### src/design/ccr_map.vh
// Register map, field positions and reset values of the comparator control block.
//
// Behaviour
// - Enable bit 7 of each control register switches its comparator on or off.
// - Result bit 6 is one when the non-inverting input is higher, reversed if inverted.
// - Polarity bit 4 set inverts the result before the result bit and pin.
// - Pin is driven only with pin enable, comparator enable and port direction output.
// - Speed/power bit 3 resets to one; zero selects low power, low speed.
// - Reference route bit 2 picks internal reference output, else external pin.
// - Two-bit channel field selects one of four inverting-input pins.
// - Shared bits 5 and 4 pick fixed reference when set, DAC when clear.
// - Shared bits 3 and 2 enable hysteresis of comparator one and two.
// - Shared bits 7 and 6 mirror both comparator results for a single read.
// - Sync bit set latches the output on the Timer1 clock falling edge.
// - Timer1 counts on rising edge so falling-edge capture cannot race gating.
// - Interrupt flag sets when output differs from value latched at control access.
// - Reading mirror bits in the shared register leaves mismatch latches alone.
// - A disabled comparator's result takes the level of its polarity bit.
`ifndef CCR_MAP_VH
`define CCR_MAP_VH
// ==========================================================
// Register offsets
`define CCR_OFF_CTRL1 12'h000
`define CCR_OFF_CTRL2 12'h004
`define CCR_OFF_SHARED 12'h008
`define CCR_OFF_IRQ_STATUS 12'h00C
`define CCR_OFF_IRQ_MASK 12'h010
// ==========================================================
// Control register fields
`define CCR_CTL_EN 7
`define CCR_CTL_RES 6
`define CCR_CTL_OE 5
`define CCR_CTL_POL 4
`define CCR_CTL_SP 3
`define CCR_CTL_REF 2
`define CCR_CTL_CH_HI 1
`define CCR_CTL_CH_LO 0
`define CCR_CTL_RESET 8'h08
`define CCR_CTL_WMASK 8'hBF
// ==========================================================
// Shared register fields
`define CCR_SH_MIR1 7
`define CCR_SH_MIR2 6
`define CCR_SH_RSEL1 5
`define CCR_SH_RSEL2 4
`define CCR_SH_HYS1 3
`define CCR_SH_HYS2 2
`define CCR_SH_SYNC1 1
`define CCR_SH_SYNC2 0
`define CCR_SH_RESET 8'h00
`define CCR_SH_WMASK 8'h3F
`define CCR_IRQ_RESET 2'h0
`endif

### src/design/ccr_cmp_chan.v
// One comparator channel: input sync, Timer1 latch, polarity, mismatch detection.
`timescale 1ns/1ps
`include "ccr_map.vh"
module ccr_cmp_chan
(
  input wire ref_clk,
  input wire rst_b,
  input wire raw_out,
  input wire enable,
  input wire invert,
  input wire sync_mode,
  input wire timer1_source_clock,
  input wire access_strobe,
  output wire result,
  output reg mismatch_pulse
);
  // ==========================================================
  // Synchronisers
  // Analog output and Timer1 clock are asynchronous; three stages each.
  reg [2:0] cmp_sync_q;
  reg [2:0] tclk_sync_q;
  reg cmp_stable_q;
  reg tclk_stable_q;
  reg tclk_prev_q;
  reg latched_q;
  reg first_latch_q;
  reg second_latch_q;
  reg mism_prev_q;
  wire raw_res;
  wire sel_res;
  wire mism;
  always @(posedge ref_clk)
  begin
    if (!rst_b)
    begin
      cmp_sync_q <= 3'h0;
      tclk_sync_q <= 3'h0;
      cmp_stable_q <= 1'b0;
      tclk_stable_q <= 1'b0;
    end
    else
    begin
      cmp_sync_q <= {cmp_sync_q[1:0], raw_out};
      tclk_sync_q <= {tclk_sync_q[1:0], timer1_source_clock};
      if (cmp_sync_q[1] == cmp_sync_q[2])
        cmp_stable_q <= cmp_sync_q[2];
      if (tclk_sync_q[1] == tclk_sync_q[2])
        tclk_stable_q <= tclk_sync_q[2];
    end
  end
  // ==========================================================
  // Timer1 falling-edge latch
  // Capture on the falling edge keeps clear of the rising edge on which Timer1 counts.
  always @(posedge ref_clk)
  begin
    if (!rst_b)
    begin
      tclk_prev_q <= 1'b0;
      latched_q <= 1'b0;
    end
    else
    begin
      tclk_prev_q <= tclk_stable_q;
      if (tclk_prev_q && !tclk_stable_q)
        latched_q <= cmp_stable_q;
    end
  end
  assign raw_res = sync_mode ? latched_q : cmp_stable_q;
  assign sel_res = enable ? raw_res : 1'b0;
  assign result = sel_res ^ invert;
  // ==========================================================
  // Mismatch latches
  assign mism = first_latch_q ^ second_latch_q;
  always @(posedge ref_clk)
  begin
    if (!rst_b)
    begin
      first_latch_q <= 1'b0;
      second_latch_q <= 1'b0;
      mism_prev_q <= 1'b0;
      mismatch_pulse <= 1'b0;
    end
    else
    begin
      second_latch_q <= result;
      if (access_strobe)
        first_latch_q <= result;
      mism_prev_q <= mism;
      mismatch_pulse <= mism && !mism_prev_q;
    end
  end
endmodule // ccr_cmp_chan

### src/design/ccr_top.v
// APB register block controlling two analog comparators.
//
// The address map and the APB interface to the registers are this design's own decisions.
`timescale 1ns/1ps
`include "ccr_map.vh"
module ccr_top
(
  input wire ref_clk,
  input wire rst_b,
  input wire psel,
  input wire penable,
  input wire pwrite,
  input wire [11:0] paddr,
  input wire [31:0] pwdata,
  output reg [31:0] prdata,
  output wire pready,
  output wire pslverr,
  input wire cmp1_raw_out,
  input wire cmp2_raw_out,
  input wire timer1_source_clock,
  input wire port_direction_bit1,
  input wire port_direction_bit2,
  output wire cmp1_enable,
  output wire cmp2_enable,
  output wire cmp1_speed_power_select,
  output wire cmp2_speed_power_select,
  output wire cmp1_reference_route,
  output wire cmp2_reference_route,
  output wire [1:0] cmp1_channel_select,
  output wire [1:0] cmp2_channel_select,
  output wire cmp1_reference_source,
  output wire cmp2_reference_source,
  output wire cmp1_hysteresis_enable,
  output wire cmp2_hysteresis_enable,
  output reg cmp1_pin_out,
  output reg cmp1_pin_oe,
  output reg cmp2_pin_out,
  output reg cmp2_pin_oe,
  output wire irq
);
  // ==========================================================
  // Registers
  reg [7:0] ctrl1_q;
  reg [7:0] ctrl2_q;
  reg [7:0] shared_q;
  reg [1:0] irq_status_q;
  reg [1:0] irq_mask_q;
  wire res1;
  wire res2;
  wire mis1;
  wire mis2;
  wire access;
  wire wr;
  wire acc_ctrl1;
  wire acc_ctrl2;
  wire mapped;
  wire [1:0] clr;
  assign pready = 1'b1;
  assign access = psel && penable;
  assign wr = access && pwrite;
  // Reads and writes of a control register both reload its first mismatch latch.
  assign acc_ctrl1 = access && (paddr == `CCR_OFF_CTRL1);
  assign acc_ctrl2 = access && (paddr == `CCR_OFF_CTRL2);
  assign mapped = (paddr == `CCR_OFF_CTRL1) || (paddr == `CCR_OFF_CTRL2) ||
    (paddr == `CCR_OFF_SHARED) || (paddr == `CCR_OFF_IRQ_STATUS) ||
    (paddr == `CCR_OFF_IRQ_MASK);
  assign pslverr = access && !mapped;
  always @(posedge ref_clk)
  begin
    if (!rst_b)
    begin
      ctrl1_q <= `CCR_CTL_RESET;
      ctrl2_q <= `CCR_CTL_RESET;
      shared_q <= `CCR_SH_RESET;
      irq_mask_q <= `CCR_IRQ_RESET;
    end
    else if (wr)
    begin
      if (paddr == `CCR_OFF_CTRL1)
        ctrl1_q <= pwdata[7:0] & `CCR_CTL_WMASK;
      if (paddr == `CCR_OFF_CTRL2)
        ctrl2_q <= pwdata[7:0] & `CCR_CTL_WMASK;
      if (paddr == `CCR_OFF_SHARED)
        shared_q <= pwdata[7:0] & `CCR_SH_WMASK;
      if (paddr == `CCR_OFF_IRQ_MASK)
        irq_mask_q <= pwdata[1:0];
    end
  end
  // ==========================================================
  // Interrupt status: set wins over write-one-to-clear.
  assign clr = (wr && (paddr == `CCR_OFF_IRQ_STATUS)) ? pwdata[1:0] : 2'h0;
  always @(posedge ref_clk)
  begin
    if (!rst_b)
      irq_status_q <= `CCR_IRQ_RESET;
    else
      irq_status_q <= (irq_status_q & ~clr) | {mis2, mis1};
  end
  assign irq = |(irq_status_q & irq_mask_q);
  // ==========================================================
  // Read path
  always @(posedge ref_clk)
  begin
    if (!rst_b)
      prdata <= 32'h0;
    else if (psel && !penable && !pwrite)
    begin
      prdata <= 32'h0;
      case (paddr)
        `CCR_OFF_CTRL1: prdata[7:0] <= {ctrl1_q[7], res1, ctrl1_q[5:0]};
        `CCR_OFF_CTRL2: prdata[7:0] <= {ctrl2_q[7], res2, ctrl2_q[5:0]};
        // Mirror read does not touch the mismatch latches.
        `CCR_OFF_SHARED: prdata[7:0] <= {res1, res2, shared_q[5:0]};
        `CCR_OFF_IRQ_STATUS: prdata[1:0] <= irq_status_q;
        `CCR_OFF_IRQ_MASK: prdata[1:0] <= irq_mask_q;
        default: prdata <= 32'h0;
      endcase
    end
  end
  // ==========================================================
  // Analog control outputs
  assign cmp1_enable = ctrl1_q[`CCR_CTL_EN];
  assign cmp2_enable = ctrl2_q[`CCR_CTL_EN];
  assign cmp1_speed_power_select = ctrl1_q[`CCR_CTL_SP];
  assign cmp2_speed_power_select = ctrl2_q[`CCR_CTL_SP];
  assign cmp1_reference_route = ctrl1_q[`CCR_CTL_REF];
  assign cmp2_reference_route = ctrl2_q[`CCR_CTL_REF];
  assign cmp1_channel_select = ctrl1_q[`CCR_CTL_CH_HI:`CCR_CTL_CH_LO];
  assign cmp2_channel_select = ctrl2_q[`CCR_CTL_CH_HI:`CCR_CTL_CH_LO];
  assign cmp1_reference_source = shared_q[`CCR_SH_RSEL1];
  assign cmp2_reference_source = shared_q[`CCR_SH_RSEL2];
  assign cmp1_hysteresis_enable = shared_q[`CCR_SH_HYS1];
  assign cmp2_hysteresis_enable = shared_q[`CCR_SH_HYS2];
  // ==========================================================
  // Pins: port direction bit low means output.
  always @(posedge ref_clk)
  begin
    if (!rst_b)
    begin
      cmp1_pin_out <= 1'b0;
      cmp1_pin_oe <= 1'b0;
      cmp2_pin_out <= 1'b0;
      cmp2_pin_oe <= 1'b0;
    end
    else
    begin
      cmp1_pin_out <= res1;
      cmp2_pin_out <= res2;
      cmp1_pin_oe <= ctrl1_q[`CCR_CTL_OE] && ctrl1_q[`CCR_CTL_EN] && !port_direction_bit1;
      cmp2_pin_oe <= ctrl2_q[`CCR_CTL_OE] && ctrl2_q[`CCR_CTL_EN] && !port_direction_bit2;
    end
  end
  // ==========================================================
  // Channels
  ccr_cmp_chan u_chan1
  (
    .ref_clk(ref_clk),
    .rst_b(rst_b),
    .raw_out(cmp1_raw_out),
    .enable(ctrl1_q[`CCR_CTL_EN]),
    .invert(ctrl1_q[`CCR_CTL_POL]),
    .sync_mode(shared_q[`CCR_SH_SYNC1]),
    .timer1_source_clock(timer1_source_clock),
    .access_strobe(acc_ctrl1),
    .result(res1),
    .mismatch_pulse(mis1)
  );
  ccr_cmp_chan u_chan2
  (
    .ref_clk(ref_clk),
    .rst_b(rst_b),
    .raw_out(cmp2_raw_out),
    .enable(ctrl2_q[`CCR_CTL_EN]),
    .invert(ctrl2_q[`CCR_CTL_POL]),
    .sync_mode(shared_q[`CCR_SH_SYNC2]),
    .timer1_source_clock(timer1_source_clock),
    .access_strobe(acc_ctrl2),
    .result(res2),
    .mismatch_pulse(mis2)
  );
endmodule // ccr_top

### config.mk
export PLATFORM = sky130hd
export DESIGN_NAME = ccr_top
export DESIGN_NICKNAME = d
export VERILOG_FILES = /design/src/design/ccr_cmp_chan.v /design/src/design/ccr_top.v
export VERILOG_INCLUDE_DIRS = /design/src /design/src/design
export SDC_FILE = /design/constraint.sdc
export NUM_CORES = 1
export LEC_CHECK = 0
export ABC_AREA = 1
export BUFFER_PORTS_ARGS = -buffer_cell sky130_fd_sc_hd__buf_2
export CORE_MARGIN = 1
export CORE_UTILIZATION = 45
export CTS_BUF_LIST = sky130_fd_sc_hd__clkbuf_8
export CTS_CLUSTER_DIAMETER = 120
export DETAILED_ROUTE_END_ITERATION = 8
export GPL_ROUTABILITY_DRIVEN = 0
export GPL_TIMING_DRIVEN = 0
export PLACE_DENSITY = 0.85
export SYNTH_ARGS = -nofsm -noshare
export SYNTH_HDL_FRONTEND = slang
export SYNTH_SLANG_ARGS = --single-unit
### constraint.sdc
create_clock -name ref_clk -period 1.2 [get_ports ref_clk]
set_clock_uncertainty 0.15 [all_clocks]
set_input_delay 0.12 -clock ref_clk [delete_from_list [all_inputs] [get_ports ref_clk]]
set_output_delay 0.12 -clock ref_clk [all_outputs]
set_load 0.03 [all_outputs]
==> flow_summary_export.csv, run 1 <==
group,metric,value,unit
drt,wl_per_cell,14.0,um
synth,synth.area.mux_share,0,%
drt,firstDrtPassIters,5,
floorplan,num_io_pins,107,
layout,area_delta_synth_final,49.0,%
critical_path,crit_required,1.25,ns
critical_path,crit_path_start_kind,"register",
critical_path,path_cells,"inv_2 > nand2_2 > nand2_4 > nand2_2 > nand2_2 > nand2_2 > nand2_1 > nand3_1 > nand2_1 > a21oi_2",
critical_path,crit_cells,10,
clock_tree,htreeDepth,3,
power,vdd_drop_max,0.000715,V
run,maxCapViolCount,0,
synth,yosysWarnings,0,
layout,diodes,0,
floorplan,core.rowCount,28,
timing,hold_violations,0,
drt,drcViolationCount,0,
layout,fin_area,4070,um2
synth,yosys.area_share.simple,28.3,%
drt,avgViaCountPerCell,5.05,
floorplan,fp.dieH,79.9,um
synth,synthTopCellsByArea,"dfxtp_1 (42%), nand2_1 (11%), buf_4 (8.0%)",
global_routing,antenna_found_initial,0,
min_path,min_path_cells,4,
synth,syn_area_per_cell,7.59,um2
synth,synth_top_area_share,41.8,%
drt,wirelength,7.82,mm
synth,synth_fa_ha_area_share,0,%
timing,worst_slack,-0.124,ns
clock_tree,cts.clk_slew.worst_paths,0.06,ns
critical_path,crit_fanout,3,
critical_path,max_stage_delay,0.34,ns
critical_path,end_kind,"register",
synth,synth-edff-count,0,
drt,vias,2827,
global_routing,grt_pass1_wl,11.0,mm
drt,drt_iter0_drc,218,
min_path,hold_path_class,"input port to register",
synth,ys_ff_latch,57,
critical_path,r2r_cells,10,
synth,synthMostInstantiatedCell,"nand2_1",
synth,ys_seq_area_share,41.8,%
layout,drive_gt1_share,43.9,%
synth,yosysTopAreaCell,"dfxtp_1",
global_routing,overflow,0,
timing,period_share,110,%
floorplan,die_w,79.9,um
synth,synth-compound-area-share,12.4,%
critical_path,slowest_stage,"dfxtp_2",
clock_tree,cts_tree,"yes",
timing,slew_headroom,54.2,%
clock_tree,cts_buffer_depth,2,
timing,worst_slew_pin_slew,0.687,ns
timing,finalHoldWorstSlack,0.0537,ns
synth,synthXorXnorAreaFrac,0.962,%
synth,syn-instance-count,360,
clock_tree,root_buffer,"clkbuf_8",
timing,finalCriticalPeriod,1.32,ns
outcome,outcome,"finished with violations",
critical_path,cp.buffers_inverters,1,
synth,synth_top_family_by_area,"simple AND/OR/NAND/NOR gates",
synth,synthDistinctLibCells,27,
power,p_leak,1.99,nW
floorplan,fp.dieArea,6390,um2
power,power_density,1060,nW/um2
layout,fin_nets,535,
placed_design,port_buffers,55,
floorplan,initial_core_util,46.4,%
placed_design,dp.final_hpwl,4.60,mm
synth,syn-cell-area,2730,um2
placed_design,place_area,3200,um2
timing,timing.fmax,755,MHz
outcome,violations,"negative setup slack",
global_routing,grt_pass1_vias,2470,
clock_tree,cts_buffers,9,
layout,fin_cells,560,
synth,synth-main-ff-cell,"dfxtp_1",
timing,drv_slew,0,
global_routing,grt.total_usage,23.3,%
critical_path,crit_path_frequent_cell,"nand2_2",
timing,rsz0062_at_grt,"true",
critical_path,worst-setup-path-type,"register to register",
critical_path,cp.arrival,1.37,ns
synth,synth_common_cells,"nand2_1 (80), dfxtp_1 (57), inv_1 (43)",
drt,postRouteAntennaNets,0,
synth,synth-async-reset-ratio,0,%
clock_tree,clock_latency,0.34,ns
critical_path,critPathTopFamily,"simple AND/OR/NAND/NOR gates",
global_routing,grt_max_degree,11,
placed_design,dp.cells,513,
floorplan,core_area,5890,um2
timing,setup_viol,34,
clock_tree,cts.sinks,57,
-- per-layer routing --
metal / vias to the layer above / GRT usage [%] / share of wire (%)
met5: - / 0 / 0
met4: 0 / 11.6 / 3.5
met3: 29 / 5.49 / 8.7
met2: 174 / 40.1 / 51
met1: 1298 / 26.8 / 37
li1: 1326 / - / -
-- cell type report --
class	count	area, um2
clock buffers	13	179
fillers	427	1810
multi-input cells	239	1460
repair buffers	91	689
inverters	49	204
well taps	75	93.8
clock inverters	2	35.0
flip-flops and latches	57	1170
plain buffers	34	241
-- power breakdown --
group,leakage [nW],internal [mW],total (mW),switching (mW)
Combinational,1.41,0.174,0.479,0.304
Clock,0.112,1.17,1.91,0.738
Sequential,0.469,1.90,1.91,0.00742
-- cells by family after synthesis --
family / after synthesis
other cells: 2
flops: 57
buf+inv: 87
simple gates: 152
compound gates: 59
xor+xnor: 3
-- tightest hold or removal path: stages --
cell and delay, ns:
buf_2 0.11, nor3_4 0.05, nand3_1 0.13, a21oi_1 0.08
-- per-stage QoR --
stage	utilization [%]	setup slack, ns	TNS (ns)	total power, mW
after floorplan	-	-0.0572	-0.253	2.25
after global placement	54.4	-0.346	-9.03	2.34
after detailed placement	54.4	-0.366	-10.12	2.34
after CTS	64.2	-0.0980	-0.641	4.27
after global routing	69.2	-0.170	-3.04	4.46
final	69.2	-0.124	-1.43	4.30
-- worst paths after layout --
path	from	end	slack, ns
worst max-delay path	shared_q[1]	prdata[7]	-0.12
worst min register to register	u_chan2.mism_prev_q	u_chan2.mismatch_pulse	0.26
worst max register to register	shared_q[1]	prdata[7]	-0.12
worst min-delay path	paddr[5]	irq_mask_q[1]	0.05
-- layout by cell type (no fill, tap or decap), drive strengths merged --
cell / n
nand2: 83
dlygate4sd3: 14
a22o: 1
a21oi: 36
buf: 103
clkbuf: 21
nor3: 8
nand3: 34
o21bai: 1
o21a: 1
nor2: 27
o21ai: 18
o211ai: 2
xnor2: 3
dfxtp: 57
bufinv: 1
conb: 25
clkinv: 1
inv: 49
-- registers in the layout, indices dropped and copies added, names as in the netlist, 2 cells and up --
| register | flops |
|---|---|
| u_chan2.tclk_sync_q | 3 |
| u_chan2.cmp_sync_q | 3 |
| ctrl2_q | 7 |
| irq_status_q | 2 |
| shared_q | 6 |
| prdata | 8 |
| ctrl1_q | 7 |
| irq_mask_q | 2 |
| u_chan1.cmp_sync_q | 3 |
-- timing repair --
item / CTS / global route
pin swaps: 15 / 22
resized for setup: 50 / 74
endpoints found under the hold margin: 28 / 0
hold buffers: 14 / 0
cloned: 0 / 2
setup buffers: 14 / 7
setup endpoints to repair: 19 / 39
No activity file was read; power rests on OpenSTA's default activity.
==> inputs of run 2 (changes only) <==
--- a/config.mk
+++ b/config.mk
@@ -16,6 +16,7 @@
 export GPL_ROUTABILITY_DRIVEN = 0
 export GPL_TIMING_DRIVEN = 0
 export PLACE_DENSITY = 0.85
+export REMOVE_ABC_BUFFERS = 1
 export SYNTH_ARGS = -nofsm -noshare
 export SYNTH_HDL_FRONTEND = slang
 export SYNTH_SLANG_ARGS = --single-unit
==> run 2 against run 1 <==
Clock power down 17%. Combinational power fell by 18%. Sequential power about the same. Via count is 7.8% lower. Hold slack got worse by 0.0055 ns. The flow still finishes with violations (negative setup slack). Critical path depth decreased by 2. Die area unchanged.
==> flow_summary_export.csv, run 2 (synthesized netlist as in run 1, its figures left out) <==
group,metric,value,unit
outcome,outcome,"finished with violations",
outcome,violations,"negative setup slack",
layout,fin_nets,496,
timing,period_share,113,%
timing,drv_slew,0,
critical_path,max_stage_delay,0.16,ns
layout,largest_reg_flops,8,
critical_path,rr_endpoint,"prdata[7]",
drt,firstDrtPassIters,5,
timing,hold_violations,0,
drt,wirelength,7.22,mm
drt,drcViolationCount,0,
placed_design,port_buffers,56,
drt,wl_met3,617,um
clock_tree,cts_buffer_depth,2,
layout,final_common_cell,"nand2_1",
floorplan,fp.dieH,79.9,um
global_routing,grt_max_degree,29,
critical_path,crit_fanout,2,
global_routing,overflow,0,
placed_design,dp.final_hpwl,4.29,mm
clock_tree,root_buffer,"clkbuf_8",
global_routing,grt.total_usage,22.2,%
floorplan,core_area,5890,um2
critical_path,crit_end,"pslverr",
critical_path,crit_cells,8,
critical_path,crit_path_start_kind,"input port",
layout,mostFrequentLayoutCells,"nand2_1 (62), dfxtp_1 (45), inv_1 (38)",
critical_path,critPathTopFamily,"simple AND/OR/NAND/NOR gates",
clock_tree,cts.sinks,57,
drt,highest_layer,"met4",
critical_path,cp.arrival,1.08,ns
clock_tree,cts.clk_slew.worst_paths,0.06,ns
critical_path,slowest_stage,"buf_4",
layout,reg.largest.list,"prdata (8), ctrl1_q (7), ctrl2_q (7)",
timing,worst_slack,-0.154,ns
drt,routed-wl-met2,3.62,mm
global_routing,antenna_found_initial,0,
global_routing,grt_pass1_vias,2403,
power,power_density,1070,nW/um2
timing,setup_viol,13,
critical_path,startpoint,"paddr[1]",
layout,top_register,"prdata",
timing,worst_slew_pin_slew,0.573,ns
critical_path,r2r_cells,10,
drt,postRouteAntennaNets,0,
timing,slew_headroom,61.8,%
layout,area_delta_synth_final,33.7,%
run,maxCapViolCount,0,
critical_path,reg2reg_from,"shared_q[1]",
critical_path,cp.buffers_inverters,2,
drt,wl_per_cell,13.9,um
clock_tree,cts_tree,"yes",
floorplan,core.rowCount,28,
critical_path,worst-setup-path-type,"input port to output pin",
timing,timing.fmax,739,MHz
drt,drt-met1-wl,2.78,mm
power,vdd_drop_max,0.000699,V
global_routing,grt_pass1_wl,10.6,mm
critical_path,crit_required,0.93,ns
floorplan,die_w,79.9,um
power,total_power,3.89,mW
floorplan,initial_core_util,46.4,%
timing,finalCriticalPeriod,1.35,ns
floorplan,fp.dieArea,6390,um2
drt,vias,2607,
drt,avgViaCountPerCell,5.02,
timing,rsz0062_at_grt,"true",
layout,drive_gt1_share,39.2,%
clock_tree,cts_buffers,9,
floorplan,num_io_pins,107,
layout,diodes,0,
critical_path,end_kind,"output pin",
placed_design,place_ws,-0.484,ns
drt,drt_iter0_drc,161,
critical_path,path_cells,"buf_2 > nor2_4 > nand3_4 > nor2_2 > nand2_1 > nand3_1 > nor3_2 > buf_4",
power,p_leak,1.74,nW
clock_tree,htreeDepth,3,
clock_tree,clock_latency,0.34,ns
critical_path,r2r_slack,-0.10,ns
min_path,hold_path_class,"input port to register",
-- run 2: per-layer routing --
layer / vias up / GRT usage (%)
met5: - / 0
met4: 0 / 10.5
met3: 21 / 7.31
met2: 122 / 37.5
met1: 1221 / 25.2
li1: 1243 / -
-- run 2: layout make-up --
cell class                      instances  area (um2)
Multi-Input combinational cell        239        1410
Inverter                               49         200
Clock inverter                          1        3.75
Timing Repair Buffer                   85         609
Timing Repair inverter                  1        7.51
Fill cell                             507        2230
Clock buffer                           12         165
Sequential cell                        57        1160
Tap cell                               75        93.8
-- run 2: worst min path at each step --
stage / cells past startpoint / slack, ns / from / to
floorplan: 1 / 0.05 / rst_b / ctrl1_q[3]
global placement: 2 / 0.14 / port_direction_bit2 / cmp2_pin_oe
detailed placement: 2 / 0.14 / port_direction_bit2 / cmp2_pin_oe
CTS: 4 / 0.03 / paddr[5] / irq_mask_q[0]
global route: 4 / 0.07 / paddr[5] / irq_mask_q[0]
finish: 4 / 0.05 / paddr[5] / irq_mask_q[0]
-- run 2: through the flow --
| step | instances | setup TNS (ns) | utilization, % | area [um2] | hold WS (ns) |
|---|---|---|---|---|---|
| after global routing | 519 | -2.98 | 62.1 | 3650 | 0.0748 |
| final | 519 | -0.616 | 62.1 | 3650 | 0.0483 |
| after CTS | 508 | -1.02 | 57.6 | 3390 | 0.0341 |
| after floorplan | 345 | -1.77 | - | 2560 | 0.0456 |
| after detailed placement | 476 | -16.17 | 49.8 | 2930 | 0.143 |
| after global placement | 476 | -14.12 | 49.8 | 2930 | 0.136 |
-- run 2: timing repair --
| item | 4_1_cts | 5_1_grt |
|---|---|---|
| resized for setup | 43 | 69 |
| pin swaps | 9 | 16 |
| setup endpoints to repair | 45 | 51 |
| hold buffers | 12 | 0 |
| endpoints found under the hold margin | 26 | 0 |
| cloned | 1 | 0 |
| buffers inserted | 6 | 11 |
-- run 2: where the power goes --
part           switching, mW  total (mW)  internal [mW]
clock                  0.705        1.58          0.875
combinational          0.281       0.394          0.112
sequential           0.00840        1.92           1.91
-- run 2: worst reg2reg max path: stages, from the launching register on --
cell and delay, ns:
dfxtp_2 0.35, inv_2 0.04, nand2_2 0.07, nand2_4 0.07
nand2_2 0.06, nand2_2 0.06, nand2_2 0.09, nand2_1 0.06
nand3_1 0.08, nand2_1 0.07, a21oi_2 0.14
